[config.mk]
export PLATFORM = sky130hd
export DESIGN_NAME = spllc_control
export DESIGN_NICKNAME = d
export VERILOG_FILES = /design/src/logic/spllc_pkg.sv /design/src/logic/spllc_div_if.sv /design/src/logic/spllc_control.sv /design/src/logic/spllc_divider.sv
export SDC_FILE = /design/constraint.sdc
export NUM_CORES = 1
export LEC_CHECK = 0
export BUFFER_PORTS_ARGS = -buffer_cell sky130_fd_sc_hd__buf_2
export CAP_MARGIN = 5
export CORE_MARGIN = 2
export CORE_UTILIZATION = 58
export DETAILED_ROUTE_END_ITERATION = 8
export PLACE_DENSITY = 0.77
export SLEW_MARGIN = 20
export SYNTH_ARGS = -nofsm -noshare
export SYNTH_HDL_FRONTEND = slang
export SYNTH_HIERARCHICAL = 1
export SYNTH_SLANG_ARGS = --single-unit
[constraint.sdc]
create_clock -name sys_clk_i -period 3.8 [get_ports sys_clk_i]
set_clock_uncertainty 0.2 [all_clocks]
set_input_delay 0.57 -clock sys_clk_i [delete_from_list [all_inputs] [get_ports sys_clk_i]]
set_output_delay 0.57 -clock sys_clk_i [all_outputs]
set_load 0.01 [all_outputs]
[src/logic/spllc_pkg.sv]
// Purpose: Shared constants and types for the synthesizer control block
// Assumes: One system clock; all pins are asynchronous to it
// Notes: Word fields are bit positions after 20 shifts, first bit at 0
`default_nettype none

package spllc_pkg;
    // Word and field widths
    localparam int SHIFT_W = 20;
    localparam int REF_W = 14;
    localparam int MAIN_W = 18;
    localparam int REF_MOD_W = 15;
    localparam int MAIN_MOD_W = 19;

    // Field positions in the shift register
    localparam int DEST_BIT = 19;
    localparam int REF_LSB = 0;
    localparam int SEL_FIRST_BIT = 14;
    localparam int SEL_SECOND_BIT = 15;
    localparam int OUT_A_BIT = 16;
    localparam int OUT_B_BIT = 17;
    localparam int FUNC_BIT = 18;
    localparam int MAIN_LSB = 0;
    localparam int TEST2_BIT = 18;

    // Reset values
    localparam logic [SHIFT_W-1:0] SHIFT_RST = 20'h00000;
    localparam logic [REF_W-1:0] REF_COUNT_RST = 14'h0000;
    localparam logic [MAIN_W-1:0] MAIN_COUNT_RST = 18'h00000;
    localparam logic FLAG_RST = 1'b0;

    // Offsets between stored counts and true division factors
    localparam logic [REF_MOD_W-1:0] REF_OFFSET = 15'h0002;
    localparam logic [MAIN_MOD_W-1:0] MAIN_OFFSET_LOW = 19'h00002;
    localparam logic [MAIN_MOD_W-1:0] MAIN_OFFSET_UPPER = 19'h00008;

    // Index of each pin in the synchroniser vector
    localparam int PIN_SCLK = 0;
    localparam int PIN_LATCH = 1;
    localparam int PIN_DATA = 2;
    localparam int PIN_REF = 3;
    localparam int PIN_LOW = 4;
    localparam int PIN_MID = 5;
    localparam int PIN_HIGH = 6;
    localparam int PIN_N = 7;

    // Selected RF input
    typedef enum logic [1:0] {
        BAND_LOW,
        BAND_MID,
        BAND_HIGH
    } spllc_band_t;
endpackage : spllc_pkg

`default_nettype wire
[src/logic/spllc_div_if.sv]
// Purpose: Carrier between the control logic and a counting divider
// Assumes: Step is a one-cycle pulse in the system clock domain
// Notes: Width follows the divider it feeds
`default_nettype none

interface spllc_div_if #(parameter int W = 19);
    logic step;
    logic [W-1:0] modulus;
    logic tick;
    modport divider (input step, input modulus, output tick);
    modport user (output step, output modulus, input tick);
endinterface : spllc_div_if

`default_nettype wire

[src/logic/spllc_control.sv]
// Purpose: Digital control of a synthesizer PLL behind a three-wire serial port
// Assumes: Pin inputs toggle well below half the system clock rate
// Notes: RF and reference inputs are sampled, so the model is a
//        functional stand-in for the high-speed counting chain
`default_nettype none

// How it works
// Shift data on clock rise, strobe low
// Strobe rise with clock high latches word
// Host holds lines steady while strobe high
// Last bit picks destination register
// Setup word first, then main word
// Host resends setup on band change
// Counts arrive binary, least significant first
// Setup word field order fixed
// Reference factor is count plus two
// Two select bits choose RF input
// Function low drives pins from bits
// Function high gives unlock and readback
// Test bits route divider outputs out
// Main word: count, test bit, destination
// Main factor depends on selected band
// Mid and high ranges from counts
// Strobe pulse with clock low steps count
// Readback shifts out on second pin
// Detector drives high, low or floats
// Step mode acts on strobe rise
// New values apply only at latch
// Unlock whenever detector actively drives
module spllc_control (
    // Clock and reset
    input wire logic sys_clk_i,
    input wire logic reset_i,
    // Serial control pins
    input wire logic serial_clk_i,
    input wire logic latch_strobe_i,
    input wire logic serial_data_i,
    // Reference oscillator
    input wire logic ref_osc_in_i,
    output logic ref_osc_out_o,
    // RF inputs
    input wire logic low_band_input_i,
    input wire logic mid_band_input_i,
    input wire logic high_band_input_i,
    // Phase detector, three-state
    output logic phase_detect_out_o,
    output logic phase_detect_oe_o,
    // Multipurpose outputs
    output logic first_output_pin_o,
    output logic second_output_pin_o
);
    // Synchroniser and edge history
    logic [spllc_pkg::PIN_N-1:0] pin_meta_q;
    logic [spllc_pkg::PIN_N-1:0] pin_sync_q;
    logic [spllc_pkg::PIN_N-1:0] pin_prev_q;
    logic [spllc_pkg::PIN_N-1:0] pin_rise;
    logic [2:0] prime_q;

    // Serial port state
    logic [spllc_pkg::SHIFT_W-1:0] shift_q;
    logic shift_en;
    logic latch_rise;
    logic load_en;
    logic step_en;

    // Latched setup fields
    logic [spllc_pkg::REF_W-1:0] ref_count_q;
    logic sel_first_q;
    logic sel_second_q;
    logic out_a_q;
    logic out_b_q;
    logic func_q;

    // Latched main divider fields
    logic [spllc_pkg::MAIN_W-1:0] main_count_q;
    logic test2_q;

    // Counting chain
    spllc_pkg::spllc_band_t band;
    logic prescale_q;
    logic ref_div_out_q;
    logic main_div_out_q;
    logic up_q;
    logic dn_q;
    logic unlock;
    logic first_pin_q;
    logic second_pin_q;
    logic ref_osc_out_q;

    spllc_div_if #(.W(spllc_pkg::REF_MOD_W)) ref_div ();
    spllc_div_if #(.W(spllc_pkg::MAIN_MOD_W)) main_div ();

    // Rising edge of a sampled level
    function automatic logic rise_of(input logic cur, input logic prev);
        rise_of = cur & ~prev;
    endfunction

    // Band decode from the two select bits
    function automatic spllc_pkg::spllc_band_t band_of(input logic first, input logic second);
        if (!second) begin
            band_of = spllc_pkg::BAND_LOW;
        end else if (!first) begin
            band_of = spllc_pkg::BAND_MID;
        end else begin
            band_of = spllc_pkg::BAND_HIGH;
        end
    endfunction

    // True main division factor seen after the prescaler
    function automatic logic [spllc_pkg::MAIN_MOD_W-1:0] main_modulus(
        input spllc_pkg::spllc_band_t b,
        input logic [spllc_pkg::MAIN_W-1:0] n
    );
        case (b)
            spllc_pkg::BAND_LOW: begin
                main_modulus = spllc_pkg::MAIN_MOD_W'(n) + spllc_pkg::MAIN_OFFSET_LOW;
            end
            default: begin
                main_modulus = spllc_pkg::MAIN_MOD_W'(n) + spllc_pkg::MAIN_OFFSET_UPPER;
            end
        endcase
    endfunction

    // Two flops on every pin before any logic looks at it
    always_ff @(posedge sys_clk_i or posedge reset_i) begin
        if (reset_i) begin
            pin_meta_q <= '0;
            pin_sync_q <= '0;
        end else begin
            pin_meta_q <= {high_band_input_i, mid_band_input_i, low_band_input_i,
                           ref_osc_in_i, serial_data_i, latch_strobe_i, serial_clk_i};
            pin_sync_q <= pin_meta_q;
        end
    end

    // Previous synchronised level, for edges
    always_ff @(posedge sys_clk_i or posedge reset_i) begin
        if (reset_i) begin
            pin_prev_q <= '0;
        end else begin
            pin_prev_q <= pin_sync_q;
        end
    end

    // History is primed for three clocks, so a pin high through reset makes no false edge
    always_ff @(posedge sys_clk_i or posedge reset_i) begin
        if (reset_i) begin
            prime_q <= '0;
        end else begin
            prime_q <= {prime_q[1:0], 1'b1};
        end
    end

    // Edge detect per pin
    always_comb begin
        for (int i = 0; i < spllc_pkg::PIN_N; i++) begin
            pin_rise[i] = rise_of(pin_sync_q[i], pin_prev_q[i]) & prime_q[2];
        end
    end

    // Serial port events
    assign shift_en = pin_rise[spllc_pkg::PIN_SCLK] & ~pin_sync_q[spllc_pkg::PIN_LATCH];
    assign latch_rise = pin_rise[spllc_pkg::PIN_LATCH];
    // Clock level at the strobe edge picks latch or step; host keeps it steady
    assign load_en = latch_rise & pin_sync_q[spllc_pkg::PIN_SCLK];
    assign step_en = latch_rise & ~pin_sync_q[spllc_pkg::PIN_SCLK];

    // Shift register, first bit ends at bit 0 after twenty shifts
    // Contents are kept through a latch so they can be read back
    always_ff @(posedge sys_clk_i or posedge reset_i) begin
        if (reset_i) begin
            shift_q <= spllc_pkg::SHIFT_RST;
        end else if (shift_en) begin
            shift_q <= {pin_sync_q[spllc_pkg::PIN_DATA], shift_q[spllc_pkg::SHIFT_W-1:1]};
        end
    end

    // Setup word, taken only when the last bit is low
    always_ff @(posedge sys_clk_i or posedge reset_i) begin
        if (reset_i) begin
            ref_count_q <= spllc_pkg::REF_COUNT_RST;
            sel_first_q <= spllc_pkg::FLAG_RST;
            sel_second_q <= spllc_pkg::FLAG_RST;
            out_a_q <= spllc_pkg::FLAG_RST;
            out_b_q <= spllc_pkg::FLAG_RST;
            func_q <= spllc_pkg::FLAG_RST;
        end else if (load_en && !shift_q[spllc_pkg::DEST_BIT]) begin
            ref_count_q <= shift_q[spllc_pkg::REF_LSB +: spllc_pkg::REF_W];
            sel_first_q <= shift_q[spllc_pkg::SEL_FIRST_BIT];
            sel_second_q <= shift_q[spllc_pkg::SEL_SECOND_BIT];
            out_a_q <= shift_q[spllc_pkg::OUT_A_BIT];
            out_b_q <= shift_q[spllc_pkg::OUT_B_BIT];
            func_q <= shift_q[spllc_pkg::FUNC_BIT];
        end
    end

    // Main count: loaded by a high destination word, or stepped by one
    always_ff @(posedge sys_clk_i or posedge reset_i) begin
        if (reset_i) begin
            main_count_q <= spllc_pkg::MAIN_COUNT_RST;
        end else if (load_en && shift_q[spllc_pkg::DEST_BIT]) begin
            main_count_q <= shift_q[spllc_pkg::MAIN_LSB +: spllc_pkg::MAIN_W];
        end else if (step_en) begin
            // Data high counts up, low counts down; wraps at the ends
            if (pin_sync_q[spllc_pkg::PIN_DATA]) begin
                main_count_q <= spllc_pkg::MAIN_W'(main_count_q + spllc_pkg::MAIN_W'(1));
            end else begin
                main_count_q <= spllc_pkg::MAIN_W'(main_count_q - spllc_pkg::MAIN_W'(1));
            end
        end
    end

    // Second test bit rides in the main word
    always_ff @(posedge sys_clk_i or posedge reset_i) begin
        if (reset_i) begin
            test2_q <= spllc_pkg::FLAG_RST;
        end else if (load_en && shift_q[spllc_pkg::DEST_BIT]) begin
            test2_q <= shift_q[spllc_pkg::TEST2_BIT];
        end
    end

    // Input selection
    assign band = band_of(sel_first_q, sel_second_q);

    // Divide-by-two prescaler in front of the high-band path
    always_ff @(posedge sys_clk_i or posedge reset_i) begin
        if (reset_i) begin
            prescale_q <= 1'b0;
        end else if (pin_rise[spllc_pkg::PIN_HIGH]) begin
            prescale_q <= ~prescale_q;
        end
    end

    // Reference divider: count plus two oscillator edges per tick
    assign ref_div.modulus = spllc_pkg::REF_MOD_W'(ref_count_q) + spllc_pkg::REF_OFFSET;
    assign ref_div.step = pin_rise[spllc_pkg::PIN_REF];

    // Main divider fed from the selected input
    // High band counts every second edge, doubling the factor
    assign main_div.modulus = main_modulus(band, main_count_q);
    always_comb begin
        case (band)
            spllc_pkg::BAND_LOW: begin
                main_div.step = pin_rise[spllc_pkg::PIN_LOW];
            end
            spllc_pkg::BAND_MID: begin
                main_div.step = pin_rise[spllc_pkg::PIN_MID];
            end
            spllc_pkg::BAND_HIGH: begin
                main_div.step = pin_rise[spllc_pkg::PIN_HIGH] & prescale_q;
            end
            default: begin
                main_div.step = 1'b0;
            end
        endcase
    end

    spllc_divider #(.W(spllc_pkg::REF_MOD_W)) u_ref_div (
        .sys_clk_i(sys_clk_i),
        .reset_i(reset_i),
        .bus(ref_div.divider)
    );

    spllc_divider #(.W(spllc_pkg::MAIN_MOD_W)) u_main_div (
        .sys_clk_i(sys_clk_i),
        .reset_i(reset_i),
        .bus(main_div.divider)
    );

    // Square-ish divider outputs for the test view
    always_ff @(posedge sys_clk_i or posedge reset_i) begin
        if (reset_i) begin
            ref_div_out_q <= 1'b0;
            main_div_out_q <= 1'b0;
        end else begin
            ref_div_out_q <= ref_div_out_q ^ ref_div.tick;
            main_div_out_q <= main_div_out_q ^ main_div.tick;
        end
    end

    // Phase/frequency detector: first tick sets its flag, the other clears both
    // Coincident ticks cancel, which reads as in phase
    always_ff @(posedge sys_clk_i or posedge reset_i) begin
        if (reset_i) begin
            up_q <= 1'b0;
            dn_q <= 1'b0;
        end else if ((up_q | main_div.tick) & (dn_q | ref_div.tick)) begin
            up_q <= 1'b0;
            dn_q <= 1'b0;
        end else begin
            up_q <= up_q | main_div.tick;
            dn_q <= dn_q | ref_div.tick;
        end
    end

    // Leading divided input drives high, lagging drives low, else float
    assign phase_detect_out_o = up_q;
    assign phase_detect_oe_o = up_q | dn_q;
    assign unlock = up_q | dn_q;

    // Multipurpose pin routing
    // Combinations left open by the function table fall back to the plain view
    always_ff @(posedge sys_clk_i or posedge reset_i) begin
        if (reset_i) begin
            first_pin_q <= 1'b0;
            second_pin_q <= 1'b0;
        end else if (!func_q) begin
            first_pin_q <= out_a_q;
            second_pin_q <= out_b_q;
        end else if (test2_q && out_b_q) begin
            first_pin_q <= main_div_out_q;
            second_pin_q <= 1'b0;
        end else if (test2_q && !out_a_q) begin
            first_pin_q <= ref_div_out_q;
            second_pin_q <= main_div_out_q;
        end else begin
            first_pin_q <= unlock;
            second_pin_q <= shift_q[0];
        end
    end

    // Oscillator feedback is the inverted sampled input
    always_ff @(posedge sys_clk_i or posedge reset_i) begin
        if (reset_i) begin
            ref_osc_out_q <= 1'b0;
        end else begin
            ref_osc_out_q <= ~pin_sync_q[spllc_pkg::PIN_REF];
        end
    end

    assign first_output_pin_o = first_pin_q;
    assign second_output_pin_o = second_pin_q;
    assign ref_osc_out_o = ref_osc_out_q;
endmodule : spllc_control

`default_nettype wire

[src/logic/spllc_divider.sv]
// Purpose: Counts step pulses and ticks once every modulus steps
// Assumes: Modulus of at least one; zero wraps the compare to all ones and divides by 2**W
// Notes: A new modulus applies from the next step onward
`default_nettype none

module spllc_divider #(
    parameter int W = 19
) (
    // Clock and reset
    input wire logic sys_clk_i,
    input wire logic reset_i,
    // Control side
    spllc_div_if.divider bus
);
    logic [W-1:0] count_q;
    logic tick_q;
    logic at_end;

    // Terminal compare uses >= so a lowered modulus never runs away
    assign at_end = (count_q >= W'(bus.modulus - W'(1)));

    // Step counter
    always_ff @(posedge sys_clk_i or posedge reset_i) begin
        if (reset_i) begin
            count_q <= '0;
        end else if (bus.step) begin
            count_q <= at_end ? '0 : W'(count_q + W'(1));
        end
    end

    // Registered terminal tick, one cycle wide
    always_ff @(posedge sys_clk_i or posedge reset_i) begin
        if (reset_i) begin
            tick_q <= 1'b0;
        end else begin
            tick_q <= bus.step & at_end;
        end
    end

    assign bus.tick = tick_q;
endmodule : spllc_divider

`default_nettype wire

### Yosys cells after proc, flatten, opt, wreduce, memory -nomap -nowiden

Cells that the tools add are included.

* reductions and logical operators: 8
* magnitude comparators: 2
* equality and inequality tests: 2
* bitwise operators: 34
* add/subtract/negate cells: 9
* multiplexer cells: 17

Operators by type and width (count)
* 18-bit two-way mux: 3
* 19-bit two-way mux: 2
* 18-bit by 2-bit adder with 19-bit output, second input constant: 1
* 18-bit by 4-bit adder with 19-bit output, second input constant: 1
* 19-bit by 1-bit adder with 19-bit output, second input constant: 1
* 1-bit bitwise AND: 19
* 19-bit greater-or-equal comparator: 1
* 19-bit by 1-bit subtractor with 19-bit output, second input constant: 1
* 18-bit by 1-bit adder with 18-bit output, second input constant: 1
* 18-bit by 1-bit subtractor with 18-bit output, second input constant: 1
* 14-bit by 2-bit adder with 15-bit output, second input constant: 1
* 15-bit by 1-bit adder with 15-bit output, second input constant: 1
* 15-bit greater-or-equal comparator: 1
* 15-bit two-way mux: 1
* 15-bit by 1-bit subtractor with 15-bit output, second input constant: 1
* 1-bit NOT: 10
* 1-bit two-way mux: 8
* 1-bit logical AND: 4
* 2-bit two-way mux: 2
* 1-bit bitwise OR: 3
* 1-bit case mux with 3 select lines: 1
* 2-bit by 1-bit == test with 1-bit output, second input constant: 1
* 2-bit == test, second input constant: 1
* 1-bit zero test: 2
* other kinds (3): 4

* logic and storage cells: 97
* register bits: 126

### Logic depth before layout (Yosys ltp)

* depth in word-level cells: 7
* depth in mapped cells: 18
* mapped depth without buffers: 17

### Modules after synthesis

Netlist, hierarchy kept.

Modules (own cells, without submodules)
* spllc_control: instances 1, area each 4604.4 um2, cells each 439, seq. area each 2227.1 um2
* spllc_divider at u_main_div: instances 1, area each 1747.9 um2, cells each 190, seq. area each 500.5 um2
* spllc_divider at u_ref_div: instances 1, area each 1338.8 um2, cells each 151, seq. area each 400.4 um2

### Worst setup path after synthesis

Ideal clock, no wire load.

* path kind: reg2reg
* from: register sel_second_q
* to: register u_main_div.count_q[10]
* cell stages (with the launch flop): 18
* required time: 3.481 ns
* path slack: -0.325 ns
* clock period less this slack: 4.125 ns
* path buffers: 2
* setup time: 0.119 ns
* arrival time: 3.806 ns
* cell sequence: dfrtp_1 clkbuf_1 o2111ai_1 nor2_1 nand2_1 xnor2_1 or4_1 nor2_2 nand2_1 xor2_1 ha_1 and4_4 nand2_1 nor4_4 o41ai_4 a21oi_4 buf_6 nor2_1

* word-level cells in the longest chain between the ends: 6
* elaborated cells on any way between the ends: 9
* those cells by class: 1 x add/sub; 1 x order compare; 2 x eq/ne; 4 x mux; 1 x reduce/logical

RTL lines
* start: declaration: line spllc_control.sv:69 `logic sel_second_q;`
* start signal: assignment: line spllc_control.sv:183 `sel_second_q <= spllc_pkg::FLAG_RST;`
* start signal: assignment: line spllc_control.sv:190 `sel_second_q <= shift_q[spllc_pkg::SEL_SECOND_BIT];`
* 2-bit two-way mux: line spllc_control.sv:100 `if (!second) begin`
* 2-bit zero test: line spllc_control.sv:114 `case (b)`
* 19-bit two-way mux: line spllc_control.sv:114
* named net main_div.modulus[11]: line spllc_div_if.sv:8 `logic [W-1:0] modulus;`
* 19-bit by 1-bit subtractor with 19-bit output: line spllc_divider.sv:20 `assign at_end = (count_q >= W'(bus.modulus - W'(1)));`
* 19-bit greater-or-equal comparator: line spllc_divider.sv:20
* 19-bit two-way mux: line spllc_divider.sv:27 `count_q <= at_end ? '0 : W'(count_q + W'(1));`
* end signal: assignment: line spllc_divider.sv:27
* end: declaration: line spllc_divider.sv:15 `logic [W-1:0] count_q;`

The timed path passes the listed nets, and every way through them passes these cells.
A chain may end at the register's enable or synchronous reset.

### Worst setup path after layout

* from: register main_count_q[1] in the netlist's numbering
* to: register u_main_div.count_q[17]

* word-level cells in the longest chain between the ends: 5
* elaborated cells on any way between the ends: 6
* those cells by class: 3 x add/sub; 1 x order compare; 2 x mux

RTL lines
* start: declaration: line spllc_control.sv:75 `logic [spllc_pkg::MAIN_W-1:0] main_count_q;`
* start signal: assignment: line spllc_control.sv:200 `main_count_q <= spllc_pkg::MAIN_COUNT_RST;`
* start signal: assignment: line spllc_control.sv:202 `main_count_q <= shift_q[spllc_pkg::MAIN_LSB +: spllc_pkg::MAIN_W];`
* start signal: assignment: line spllc_control.sv:206 `main_count_q <= spllc_pkg::MAIN_W'(main_count_q + spllc_pkg::MAIN_W'(1));`
* 18-bit by 4-bit adder with 19-bit output or 18-bit by 2-bit adder with 19-bit output (tied branches): line spllc_control.sv:119, spllc_control.sv:116
* 19-bit two-way mux *: line spllc_control.sv:114
* named net main_div.modulus[6]: line spllc_div_if.sv:8
* 19-bit by 1-bit subtractor with 19-bit output *: line spllc_divider.sv:20
* 19-bit greater-or-equal comparator *: line spllc_divider.sv:20
* 19-bit two-way mux *: line spllc_divider.sv:27

The timed path passes the listed nets; every way through them passes the cells marked *.

==> flow_summary.yaml <==
cells_and_area:
  utilization_pct: 71.18
  drive_gt1_share_pct: 27.39
  nets: 923
  final_cells: 1045
  syn2layout_area_growth_pct: 21.10
  antenna_cells: 0
  fill_cells: 913
power_and_ir_drop:
  max-vdd-ir-drop_v: 0.0004716
  leakagePower_nw: 4.294
  power.density_mw_per_mm2: 621.5
critical_path:
  worstPathCellList: "a21oi_2 -> nor2_2 -> buf_4 -> xor2_2 -> or4_4 -> nand2b_4 -> or2_4 -> nor2_4 -> nand3b_1 -> xor2_1 -> ha_1 -> and4_4 -> a32o_2 -> a211oi_4 -> buf_4 -> a21oi_4 -> buf_8 -> nor2_2"
  crit_family: "simple AND/OR/NAND/NOR gates"
  cp-start-kind: "flip-flop"
  critical_path_buf_inv_count: 3
  slowest_stage: "or4_4"
  slowest_delay_ps: 530
  endpoint_kind: "flip-flop"
  critPathRequiredTime_ps: 3960
  arrival_ps: 4240
  path_class: "flip-flop to flip-flop"
  cp_max_fo: 8
synth:
  syn-cell-area_mm2: 0.007691
  synth-main-ff-cell: "dfrtp_1"
  synth-seq-cells: 125
  syn_area_per_cell_um2: 9.860
  syn-num-nets: 847
  yosysWarningCount: 6
  synth_top_area_share_pct: 40.67
  yosys-top-cells-area: "dfrtp_1 (41%), ha_1 (9.3%), xnor2_1 (5.6%), xor2_1 (5.4%), mux2_2 (5.3%)"
  yosys.area.top_type: "dfrtp_1"
  synth.most_common_cell: "dfrtp_1"
  ys_seq_area_share_pct: 40.67
  synth_common_cells: "dfrtp_1 (125), nand2_1 (74), nor2_1 (62)"
  synth_edf_count: 0
  async_flop_share_pct: 100.0
  syn-instance-count: 780
  synth_cell_type_count: 76
clock_tree:
  path_clk_slew_ps: 60
  clk_latency_ps: 430
  cts_tree: "done"
  clockBufferDepth: 2
  ctsHoldBuffers: 0
  h-tree-depth: 4
  clockRootBuffer: "clkbuf_16"
  cts.sinks: 125
  cts_made_buffers: 17
floorplan:
  dieHeight_um: 119.2
  ios: 14
  num_rows: 42
  die-area_mm2: 0.01420
  core-area_mm2: 0.01309
  initial_core_util_pct: 58.78
  fp.dieW_um: 119.2
place:
  dpl.hpwl_um: 12490
  finalWeightedCongestion: 0.8974
  dp.cells: 994
  portBuffers: 13
timing:
  slew_headroom_pct: 34.75
  fin_ws_ps: -287.5
  max_freq_mhz: 244.6
  setup_viol: 21
  tns_ps: -4843
  fin_crit_sh_pct: 107.6
  hold_viol_final: 0
  drv_slew: 0
  finalCriticalPeriod_ps: 4088
  grt_setup_unrepaired: "yes"
  tightest_slew_ps: 978.7
global_routing:
  grt_use_total_pct: 25.94
  grt_pass1_vias: 6049
  grt_pass1_wl_um: 29220
  grt_max_degree: 51
  grt.overflow.total: 0
  antenna_found_initial: 0
run_status:
  status: "complete, but fails checks"
  violations: "negative setup slack"
routing:
  drc: 0
  num_vias: 6225
  finalWirelength_um: 18450
  vias_per_cell: 5.957
  ant_nets: 0
  drtIter0Drc: 543
  avgRoutedWirePerCell_um: 17.66
  drt_pass1_iterations: 5
worst_hold_path:
  min_path_type: "primary input to async pin"
flow_run:
  drv_cap: 0
## kinds of logic after synthesis
logic type / after synthesis / share of synthesized area, %
AOI/OAI and AO/OA: 138 / 11.60
xor gates and xnor gates: 96 / 10.93
adders and majority gates: 58 / 9.533
buffers and inverters: 49 / 2.717
DFF: 125 / 40.67
muxes: 37 / 5.401
other: 1 / 0.04876
and+or+nand+nor: 276 / 19.10
## power breakdown
part / total, mW / internal [mW] / leakage (nW) / switching [mW]
clock: 1.70 / 0.953 / 0.301 / 0.743
combinational: 2.31 / 1.09 / 2.37 / 1.22
sequential: 1.78 / 1.52 / 1.62 / 0.259
total: 5.79 / 3.56 / 4.29 / 2.22
## sequential cells by signal, indices dropped and copies added (netlist names), 3 cells and up
name                flops
main_count_q           18
ref_count_q            14
pin_meta_q              7
shift_q                20
pin_prev_q              6
prime_q                 3
u_main_div/count_q     19
pin_sync_q              7
u_ref_div/count_q      15
## cell type report
class	count	area, µm²	share of cell area (%)
clock buffer	17	425.4	4.567
clock inverter	15	196.4	2.109
inverter	30	113.9	1.222
multi-input combinational	606	4658	50.01
sequential	125	3134	33.65
tap	176	220.2	2.364
timing repair buffer	76	565.5	6.072
## worst register-to-register path, delay by kind of cell, from the launching register on
| family | cells | cell delay [ps] |
|---|---|---|
| AO/OA/AOI/OAI | 4 | 770 |
| flip-flops | 1 | 430 |
| adder cells (fa/ha/maj) | 1 | 300 |
| AND/OR/NAND/NOR | 8 | 1540 |
| buffers and inverters | 3 | 460 |
| XOR/XNOR | 2 | 310 |
## through the flow
stage | hold slack [ps] | setup slack, ps | total power, mW | instance area, µm²
2_1_floorplan | 131.2 | -75.90 | 3.274 | 7721
3_3_place_gp | 134.3 | -51.39 | 3.806 | 8280
3_5_place_dp | 136.3 | -226.8 | 3.899 | 8280
4_1_cts | 27.95 | -213.1 | 5.607 | 8987
5_1_grt | 29.09 | -421.2 | 6.142 | 9314
6_report | 39.69 | -287.5 | 5.788 | 9314
## layer usage
layer,vias up,GRT usage (%),wire (µm)
met5,-,0,0
met3,46,5.843,781
li1,2919,-,-
met2,205,42.92,9134
met4,0,9.598,538
met1,3055,33.42,7999
## timing repair
item,in CTS,in global routing
gates cloned,1,0
setup buffers,3,17
resized for setup,10,57
setup endpoints to repair,31,34
pin swaps,6,23
## layout by cell type (no fill, tap or decap), types with 14 or more instances in the layout
| cell type | count |
|---|---|
| ha_1 | 54 |
| buf_4 | 59 |
| nand3_1 | 28 |
| a21oi_1 | 43 |
| nand2_1 | 72 |
| nand4_1 | 14 |
| dfrtp_1 | 120 |
| xor2_1 | 45 |
| xnor2_1 | 45 |
| inv_1 | 29 |
| clkbuf_16 | 17 |
| nor2_2 | 15 |
| nor2_1 | 44 |
| mux2_2 | 36 |
| o21ai_0 | 30 |
## path summary, 6_finish.rpt
kind / slack (ps) / endpoint / cells after the start / start
min in group sys_clk_i: 40 / pin_meta_q[3]$_DFF_PP0_ / 1 / ref_osc_in_i
hold / removal: 40 / u_ref_div/bus.tick$_DFF_PP0_ / 2 / reset_i
setup / recovery: -290 / u_main_div/count_q[17]$_DFFE_PP0P_ / 18 / main_count_q[1]$_DFFE_PP0P_
setup reg to reg: -290 / u_main_div/count_q[17]$_DFFE_PP0P_ / 18 / main_count_q[1]$_DFFE_PP0P_
max in group asynchronous: 2580 / pin_sync_q[0]$_DFF_PP0_ / 3 / reset_i
hold reg to reg: 150 / pin_sync_q[1]$_DFF_PP0_ / 0 / pin_meta_q[1]$_DFF_PP0_
No activity file was read; power rests on OpenSTA's default activity.
